<file path="src/design/pmic_status_defines.vh">
`ifndef PMIC_STATUS_DEFINES_VH
`define PMIC_STATUS_DEFINES_VH

// ****************************************
// register offsets on the serial bus
// ****************************************
`define EVT_REG_OFFSET 8'h02
`define STAT_REG_OFFSET 8'h03

// ****************************************
// event register fields
// ****************************************
`define EVT_BIT_INPUT_IRQ_EN 7
`define EVT_BIT_TOUCH_IRQ_EN 6
`define EVT_BIT_BUTTON_IRQ_EN 5
`define EVT_BIT_TOUCH_FLAG 3
`define EVT_BIT_BUTTON_FLAG 2
`define EVT_BIT_APPLIED_FLAG 1
`define EVT_BIT_REMOVED_FLAG 0
`define EVT_FLAG_MASK 8'h0f
`define EVT_IRQ_EN_MASK 8'he0
`define EVT_RESET 8'h00

// ****************************************
// charger status fields
// ****************************************
`define STAT_BIT_THERMAL_REG 7
`define STAT_BIT_PATH_LOOP 6
`define STAT_BIT_THERMAL_SUSP 5
`define STAT_BIT_TERM_CURRENT 4
`define STAT_BIT_UNUSED 3
`define STAT_BIT_CHG_TIMEOUT 2
`define STAT_BIT_PRECHG_TIMEOUT 1
`define STAT_BIT_TEMP_FAULT 0
`define STAT_RESET 8'h00

// ****************************************
// serial slave
// ****************************************
`define DEV_ADDR_RESET 7'h2a
`define PTR_RESET 8'h00
`define UNMAPPED_READ 8'h00
`define BITS_PER_BYTE 4'h8

`endif

</file>
<file path="src/design/pin_sync.v">
`timescale 1ns/10ps

module pin_sync #(
	parameter W = 12
) (
	// clock
	input wire CLK,
	input wire RST,
	input wire CE,
	// pins
	input wire [W-1:0] D,
	output wire [W-1:0] Q
);

// ****************************************
// two-flop synchroniser per pin
// ****************************************
genvar i;
generate
	for (i = 0; i < W; i = i + 1) begin : g_bit
		reg meta_r;
		reg sync_r;
		always @(posedge CLK) begin
			if (RST) begin
				meta_r <= 1'b0;
				sync_r <= 1'b0;
			end else if (CE) begin
				meta_r <= D[i];
				sync_r <= meta_r;
			end
		end
		assign Q[i] = sync_r;
	end
endgenerate

endmodule // pin_sync

</file>
<file path="src/design/pmic_status_regs.v">
`timescale 1ns/10ps
`include "pmic_status_defines.vh"

module pmic_status_regs #(
	parameter [6:0] DEV_ADDR = `DEV_ADDR_RESET, // arbitrary value
	parameter PB_ACTIVE_HIGH = 0
) (
	// clock and reset
	input wire CLK,
	input wire RST,
	input wire CE,
	// serial management bus
	input wire SCL,
	input wire SDA_IN,
	output wire SDA_OUT,
	output wire SDA_OE,
	// event sources
	input wire TOUCH_DETECT,
	input wire PUSHBUTTON_INPUT,
	input wire AC_PRESENT,
	input wire USB_PRESENT,
	// charger state
	input wire THERMAL_REG,
	input wire PATH_LOOP_ENGAGED,
	input wire THERMAL_SUSPEND,
	input wire TERM_CURRENT,
	input wire CHG_TIMEOUT,
	input wire PRECHG_TIMEOUT,
	input wire TEMP_SENSOR_FAULT,
	input wire SUPPLY_LOW_LOCKOUT,
	// interrupt
	output wire INT_N
);

localparam [2:0] S_IDLE = 3'h0;
localparam [2:0] S_ADDR = 3'h1;
localparam [2:0] S_AACK = 3'h2;
localparam [2:0] S_WBYTE = 3'h3;
localparam [2:0] S_WACK = 3'h4;
localparam [2:0] S_RBYTE = 3'h5;
localparam [2:0] S_RACK = 3'h6;

// ****************************************
// pin synchronisation
// ****************************************
wire [13:0] raw;
wire [13:0] syn;
assign raw = {SCL, SDA_IN, TOUCH_DETECT, PUSHBUTTON_INPUT, AC_PRESENT,
	USB_PRESENT, THERMAL_REG, PATH_LOOP_ENGAGED, THERMAL_SUSPEND,
	TERM_CURRENT, CHG_TIMEOUT, PRECHG_TIMEOUT, TEMP_SENSOR_FAULT,
	SUPPLY_LOW_LOCKOUT};

pin_sync #(
	.W(14)
) u_sync (
	.CLK(CLK),
	.RST(RST),
	.CE(CE),
	.D(raw),
	.Q(syn)
);

wire scl_s = syn[13];
wire sda_s = syn[12];
wire touch_s = syn[11];
wire pb_s = syn[10];
wire ac_s = syn[9];
wire usb_s = syn[8];
wire lockout_s = syn[0];

// ****************************************
// charger status, live view
// ****************************************
reg [7:0] stat_r;
wire [7:0] stat_nxt;
assign stat_nxt[`STAT_BIT_THERMAL_REG] = syn[7];
assign stat_nxt[`STAT_BIT_PATH_LOOP] = syn[6];
assign stat_nxt[`STAT_BIT_THERMAL_SUSP] = syn[5];
assign stat_nxt[`STAT_BIT_TERM_CURRENT] = syn[4];
assign stat_nxt[`STAT_BIT_UNUSED] = 1'b0;
assign stat_nxt[`STAT_BIT_CHG_TIMEOUT] = syn[3];
assign stat_nxt[`STAT_BIT_PRECHG_TIMEOUT] = syn[2];
assign stat_nxt[`STAT_BIT_TEMP_FAULT] = syn[1];

// ****************************************
// event edges
// ****************************************
reg touch_p_r;
reg pb_p_r;
reg ac_p_r;
reg usb_p_r;
wire pb_act = PB_ACTIVE_HIGH ? pb_s : ~pb_s;
wire [7:0] ev_set;
assign ev_set[7:4] = 4'h0;
assign ev_set[`EVT_BIT_TOUCH_FLAG] = touch_s & ~touch_p_r;
assign ev_set[`EVT_BIT_BUTTON_FLAG] = pb_act & ~pb_p_r;
assign ev_set[`EVT_BIT_APPLIED_FLAG] = (ac_s & ~ac_p_r) |
	(usb_s & ~usb_p_r);
assign ev_set[`EVT_BIT_REMOVED_FLAG] = (~ac_s & ac_p_r) |
	(~usb_s & usb_p_r);

// ****************************************
// serial slave state
// ****************************************
reg scl_p_r;
reg sda_p_r;
reg [2:0] st_r;
reg [2:0] st_nxt;
reg [3:0] bitc_r;
reg [3:0] bitc_nxt;
reg [7:0] shf_r;
reg [7:0] shf_nxt;
reg [7:0] ptr_r;
reg [7:0] ptr_nxt;
reg first_r;
reg first_nxt;
reg rw_r;
reg rw_nxt;
reg nack_r;
reg nack_nxt;
reg sda_oe_r;
reg sda_oe_nxt;
reg sda_out_r;
reg int_n_r;
reg [7:0] evt_r;
reg [7:0] evt_nxt;
reg [7:0] sent;
reg [7:0] rd_data;

wire scl_rise = scl_s & ~scl_p_r;
wire scl_fall = ~scl_s & scl_p_r;
wire start_c = scl_s & scl_p_r & sda_p_r & ~sda_s;
wire stop_c = scl_s & scl_p_r & ~sda_p_r & sda_s;

always @* begin
	case (ptr_r)
		`EVT_REG_OFFSET: rd_data = evt_r;
		`STAT_REG_OFFSET: rd_data = stat_r;
		default: rd_data = `UNMAPPED_READ;
	endcase
end

// ****************************************
// bus sequencing and register update
// ****************************************
always @* begin
	st_nxt = st_r;
	bitc_nxt = bitc_r;
	shf_nxt = shf_r;
	ptr_nxt = ptr_r;
	first_nxt = first_r;
	rw_nxt = rw_r;
	nack_nxt = nack_r;
	sda_oe_nxt = sda_oe_r;
	sent = 8'h00;
	evt_nxt = evt_r;
	if (start_c) begin
		st_nxt = S_ADDR;
		bitc_nxt = 4'h0;
		first_nxt = 1'b1;
		sda_oe_nxt = 1'b0;
	end else if (stop_c) begin
		st_nxt = S_IDLE;
		sda_oe_nxt = 1'b0;
	end else begin
		case (st_r)
			S_ADDR, S_WBYTE: begin
				if (scl_rise && bitc_r != `BITS_PER_BYTE) begin
					shf_nxt = {shf_r[6:0], sda_s};
					bitc_nxt = bitc_r + 4'h1;
				end else if (scl_fall && bitc_r == `BITS_PER_BYTE) begin
					if (st_r == S_ADDR) begin
						if (shf_r[7:1] == DEV_ADDR) begin
							st_nxt = S_AACK;
							rw_nxt = shf_r[0];
							sda_oe_nxt = 1'b1;
						end else begin
							st_nxt = S_IDLE;
						end
					end else begin
						st_nxt = S_WACK;
						sda_oe_nxt = 1'b1;
						if (first_r) begin
							ptr_nxt = shf_r;
							first_nxt = 1'b0;
						end else begin
							// status writes fall through unused
							if (ptr_r == `EVT_REG_OFFSET)
								evt_nxt = (evt_r & `EVT_FLAG_MASK) |
									(shf_r & `EVT_IRQ_EN_MASK);
							ptr_nxt = ptr_r + 8'h01;
						end
					end
				end
			end
			S_AACK, S_RACK: begin
				if (scl_rise)
					nack_nxt = sda_s & (st_r == S_RACK);
				if (scl_fall) begin
					bitc_nxt = 4'h0;
					if (!rw_r) begin
						st_nxt = S_WBYTE;
						sda_oe_nxt = 1'b0;
					end else if (nack_r && st_r == S_RACK) begin
						st_nxt = S_IDLE;
						sda_oe_nxt = 1'b0;
					end else begin
						// flags are cleared once latched for shifting out
						st_nxt = S_RBYTE;
						shf_nxt = rd_data;
						sda_oe_nxt = ~rd_data[7];
						ptr_nxt = ptr_r + 8'h01;
						if (ptr_r == `EVT_REG_OFFSET)
							sent = evt_r & `EVT_FLAG_MASK;
					end
				end
			end
			S_WACK: begin
				if (scl_fall) begin
					st_nxt = S_WBYTE;
					bitc_nxt = 4'h0;
					sda_oe_nxt = 1'b0;
				end
			end
			S_RBYTE: begin
				if (scl_rise)
					bitc_nxt = bitc_r + 4'h1;
				if (scl_fall) begin
					if (bitc_r == `BITS_PER_BYTE) begin
						st_nxt = S_RACK;
						sda_oe_nxt = 1'b0;
						nack_nxt = 1'b0;
					end else begin
						shf_nxt = {shf_r[6:0], 1'b0};
						sda_oe_nxt = ~shf_r[6];
					end
				end
			end
			default: begin
				st_nxt = S_IDLE;
			end
		endcase
	end
	// set wins over a clear in the same cycle
	evt_nxt = (evt_nxt & ~sent) | ev_set;
end

// ****************************************
// registers
// ****************************************
always @(posedge CLK) begin
	if (RST || (CE && lockout_s)) begin
		st_r <= S_IDLE;
		bitc_r <= 4'h0;
		shf_r <= 8'h00;
		ptr_r <= `PTR_RESET;
		first_r <= 1'b0;
		rw_r <= 1'b0;
		nack_r <= 1'b0;
		sda_oe_r <= 1'b0;
		sda_out_r <= 1'b0;
		evt_r <= `EVT_RESET;
		stat_r <= `STAT_RESET;
		int_n_r <= 1'b1;
		scl_p_r <= 1'b1;
		sda_p_r <= 1'b1;
		touch_p_r <= 1'b0;
		// synchroniser reads 0 after reset, which is the active level
		// of a low-active button; start high so no false press is seen
		pb_p_r <= 1'b1;
		ac_p_r <= 1'b0;
		usb_p_r <= 1'b0;
	end else if (CE) begin
		st_r <= st_nxt;
		bitc_r <= bitc_nxt;
		shf_r <= shf_nxt;
		ptr_r <= ptr_nxt;
		first_r <= first_nxt;
		rw_r <= rw_nxt;
		nack_r <= nack_nxt;
		sda_oe_r <= sda_oe_nxt;
		sda_out_r <= 1'b0;
		evt_r <= evt_nxt;
		stat_r <= stat_nxt;
		int_n_r <= ~((evt_r[`EVT_BIT_INPUT_IRQ_EN] &
			(evt_r[`EVT_BIT_APPLIED_FLAG] |
			evt_r[`EVT_BIT_REMOVED_FLAG])) |
			(evt_r[`EVT_BIT_TOUCH_IRQ_EN] &
			evt_r[`EVT_BIT_TOUCH_FLAG]) |
			(evt_r[`EVT_BIT_BUTTON_IRQ_EN] &
			evt_r[`EVT_BIT_BUTTON_FLAG]));
		scl_p_r <= scl_s;
		sda_p_r <= sda_s;
		touch_p_r <= touch_s;
		pb_p_r <= pb_act;
		ac_p_r <= ac_s;
		usb_p_r <= usb_s;
	end
end

assign SDA_OUT = sda_out_r;
assign SDA_OE = sda_oe_r;
assign INT_N = int_n_r;

endmodule // pmic_status_regs

</file>
<file path="config.mk">
export PLATFORM = sky130hd
export DESIGN_NAME = pmic_status_regs
export DESIGN_NICKNAME = d
export VERILOG_FILES = /design/src/design/pin_sync.v /design/src/design/pmic_status_regs.v
export VERILOG_INCLUDE_DIRS = /design/src /design/src/design
export SDC_FILE = /design/constraint.sdc
export NUM_CORES = 1
export LEC_CHECK = 0
export BUFFER_PORTS_ARGS = -buffer_cell sky130_fd_sc_hd__buf_2
export CORE_MARGIN = 2
export CORE_UTILIZATION = 55
export CTS_CLUSTER_DIAMETER = 120
export DETAILED_ROUTE_END_ITERATION = 7
export PLACE_DENSITY = 0.83
export SYNTH_ARGS = -nofsm -noshare
export SYNTH_HDL_FRONTEND = slang
export SYNTH_HIERARCHICAL = 1
export SYNTH_SLANG_ARGS = --single-unit
export TNS_END_PERCENT = 5
</file>
<file path="constraint.sdc">
create_clock -name CLK -period 2.7 [get_ports CLK]
set_input_delay 0.27 -clock CLK [delete_from_list [all_inputs] [get_ports CLK]]
set_output_delay 0.27 -clock CLK [all_outputs]
set_load 0.005 [all_outputs]
</file>
==> summary.txt <==
Clocking
  – Cts hold-fix bufs: 0
  – Clk pin slew, worst setup/hold paths: 0.08 ns
  – # clock sinks: 76
  – Worst skew pair latency: 0.35 ns
  – CTS resizes: 0
  – Max Root-Sink Buffers: 2
  – CTS Buf Count: 9
  – H-tree levels: 3
  – Root Buffer: clkbuf_8
  – Postcts setup bufs: 0
  – CTS tree: done

Drt
  – Via count: 3044
  – Detailed Route WL: 7670 um
  – First drt pass iteration count: 5
  – WL/cell: 14.9 um
  – Iter 0 DRT Violations: 236
  – DRC: 0
  – Post-route ant nets: 0
  – Via density: 5.93

STA
  – Final setup vio count: 0
  – Period minus WS final: 2.38 ns
  – Slew @ Worst Pin: 0.772 ns
  – RSZ-0062 raised after global routing: no
  – Fin. Hold Viols: 0
  – Setup TNS: 0 ns
  – Fin crit share: 88.2%
  – Slew headroom: 47.2%
  – Max-slew violations: 0
  – Worst setup margin: 0.318 ns
  – Max Fclk: 420 MHz
  – Worst Skew: 0.00769 ns

Power and ir drop
  – Sequential share of power: 54.1%
  – Switch share: 23.8%
  – Switch Pwr: 0.514 mW
  – Clk network pwr share: 39.5%
  – P per Cell Area: 549 nW/um^2
  – Pint: 1.65 mW
  – Gate power share: 6.4%
  – Static Leak: 1.51 nW
  – Worst vdd ir: 0.000371 V

Floorplan
  – Die W: 86.8 um
  – Die ar.: 7530 um^2
  – Initial core utilization: 56.1%
  – Std cell rows: 30
  – IO Pins: 20
  – Core area: 6720 um^2
  – DIE HEIGHT: 86.8 um

Global routing
  – Largest net degree at the start of global routing: 31
  – Grt total ovfl: 0
  – GRT Util Overall: 22.5%
  – Vias in the first global route: 2861
  – Antenna violations before repair: 0
  – Global-route wire length before repair: 13400 um

Placement
  – Gpl congestion: 0.893
  – Port bufs: 18
  – Dpl ws: 0.457 ns
  – Post-DP HPWL: 5310 um
  – Placed Area: 3750 um^2
  – Placed insts: 499

Yosys
  – Seq/Total Area, Yosys: 40.4%
  – Async S/R FF share, synth: 0%
  – Mapped Avg Cell Area: 8.68 um^2
  – Yosys warning total: 6
  – Synth cell types: 60
  – Post-synth EDFFs: 0
  – Main flop type after synthesis: dfxtp_1
  – Mapped cell area: 3770 um^2
  – Syn Inst Count: 434
  – Syn_nets: 455
  – Yosys reg bits: 76

Setup path
  – Startpoint types: flop
  – Nature of the critical path endpoint: flop
  – CP Data Required Time: 2.99 ns
  – CP max FO: 10
  – Kind of critical path: flop to flop
  – Crit path DAT: 2.67 ns

Cells and area
  – Cell Count, Final, Fillers Out: 513
  – Antenna diodes: 0
  – Seq. cell area: 1520 um^2
  – Final instance area: 3940 um^2
  – Ratio of cells with drive above 1 in the final layout: 11.3%
  – Area Overhead vs Synth: 4.55%
  – Multi-input combinational cell area: 1920 um^2
  – Fill count: 564
  – NumNets Final: 451

Flow run
  – Max-cap viol count: 0

Status
  – Run status: completed

Hold path
  – Worst hold path class: primary input to flop
-- final cells by class --
cell class	instances	area share, %
multi-input cells	304	48.9
flip-flops and latches	76	38.6
repair buffers	27	4.00
clock buffers	10	3.50
well taps	80	2.54
clock inverters	4	1.30
inverters	12	1.14
-- per-stage QoR --
| stage | hold slack (ns) | power, mW | utilization (%) |
|---|---|---|---|
| 6_report | 0.149 | 2.16 | 58.6 |
| 5_1_grt | 0.151 | 2.25 | 58.6 |
| 4_1_cts | 0.139 | 2.18 | 58.6 |
| 3_5_place_dp | 0.474 | 1.33 | 55.8 |
| 3_3_place_gp | 0.456 | 1.33 | 55.8 |
| 2_1_floorplan | 0.417 | 1.31 | - |
-- worst max-delay path, cell delays in order (launching register included) --
cell and delay, ns:
dfxtp_1 0.51, nor2b_1 0.49, a21oi_1 0.15, a2111oi_0 0.71
o311ai_0 0.29, a21oi_1 0.17
-- metal layers --
| metal | global-route usage (%) | wire length (um) | vias up |
|---|---|---|---|
| li1 | - | - | 1519 |
| met1 | 29.9 | 3530 | 1416 |
| met2 | 35.3 | 3590 | 96 |
| met3 | 3.52 | 411 | 13 |
| met4 | 11.4 | 136 | 0 |
| met5 | 0 | 0 | - |
-- cells in the mapped netlist (all sizes together), types with 5 or more instances --
| library cell | instances | share of area, % |
|---|---|---|
| or3 | 7 | 1.2 |
| clkbuf | 15 | 1.6 |
| a211oi | 5 | 1.0 |
| nand2b | 5 | 1.0 |
| nor3 | 10 | 1.3 |
| a21oi | 33 | 4.5 |
| nor2 | 69 | 6.9 |
| mux2i | 45 | 12 |
| nand4 | 5 | 0.83 |
| dfxtp | 76 | 40 |
| inv | 12 | 1.2 |
| nand2 | 26 | 2.6 |
| nor2b | 5 | 0.83 |
| a22oi | 9 | 1.8 |
| nand3 | 12 | 1.6 |
| buf | 27 | 5.7 |
| o21ai | 10 | 1.3 |
-- cells by family (layout without fill, tap and decap cells) --
| kind of cell | count (synthesis) | count (layout) | share of synthesized area [%] |
|---|---|---|---|
| AND/OR/NAND/NOR | 156 | 156 | 19.7 |
| other | 1 | 1 | 0.0996 |
| XOR/XNOR | 2 | 2 | 0.465 |
| flip-flops | 76 | 76 | 40.4 |
| multiplexers | 45 | 45 | 12.0 |
| AO/OA/AOI/OAI | 96 | 96 | 17.5 |
| buffers and inverters | 54 | 53 | 8.51 |
| adder cells (fa/ha/maj) | 4 | 4 | 1.33 |
-- power groups by stage --
stage	sequential, mW	clock, mW	combinational [mW]
after floorplan	1.18	0	0.129
after global placement	1.19	0	0.133
after detailed placement	1.20	0	0.138
after CTS	1.17	0.871	0.139
after global routing	1.17	0.918	0.154
final	1.17	0.854	0.139
-- sequential cells by signal, summed over array words and instances, names as in the netlist --
name                 cells
rw_r                     1
nack_r                   1
INT_N                    1
evt_r                    7
stat_r                   7
u_sync/g_bit.meta_r     14
u_sync/g_bit.sync_r     14
pb_p_r                   1
touch_p_r                1
shf_r                    8
bitc_r                   4
st_r                     3
usb_p_r                  1
first_r                  1
ptr_r                    8
ac_p_r                   1
SDA_OE                   1
sda_p_r                  1
scl_p_r                  1
-- final timing paths --
| path | end | start | cells after the start | slack (ns) |
|---|---|---|---|---|
| max | SDA_OE | scl_p_r | 5 | 0.32 |
| min | u_sync/g_bit[10].meta_r | PUSHBUTTON_INPUT | 3 | 0.15 |
| max reg2reg | SDA_OE | scl_p_r | 5 | 0.32 |
| min reg2reg | ptr_r[7] | ptr_r[7] | 2 | 0.49 |
-- placed cells by master, fill, tap and decap left out, types with 12 or more instances in the layout --
cell      n
a21oi_1  32
nand2_1  26
mux2i_1  45
buf_2    18
nand3_1  12
inv_1    12
dfxtp_1  76
nor2_1   69
Power figures use the tool's default switching activity.
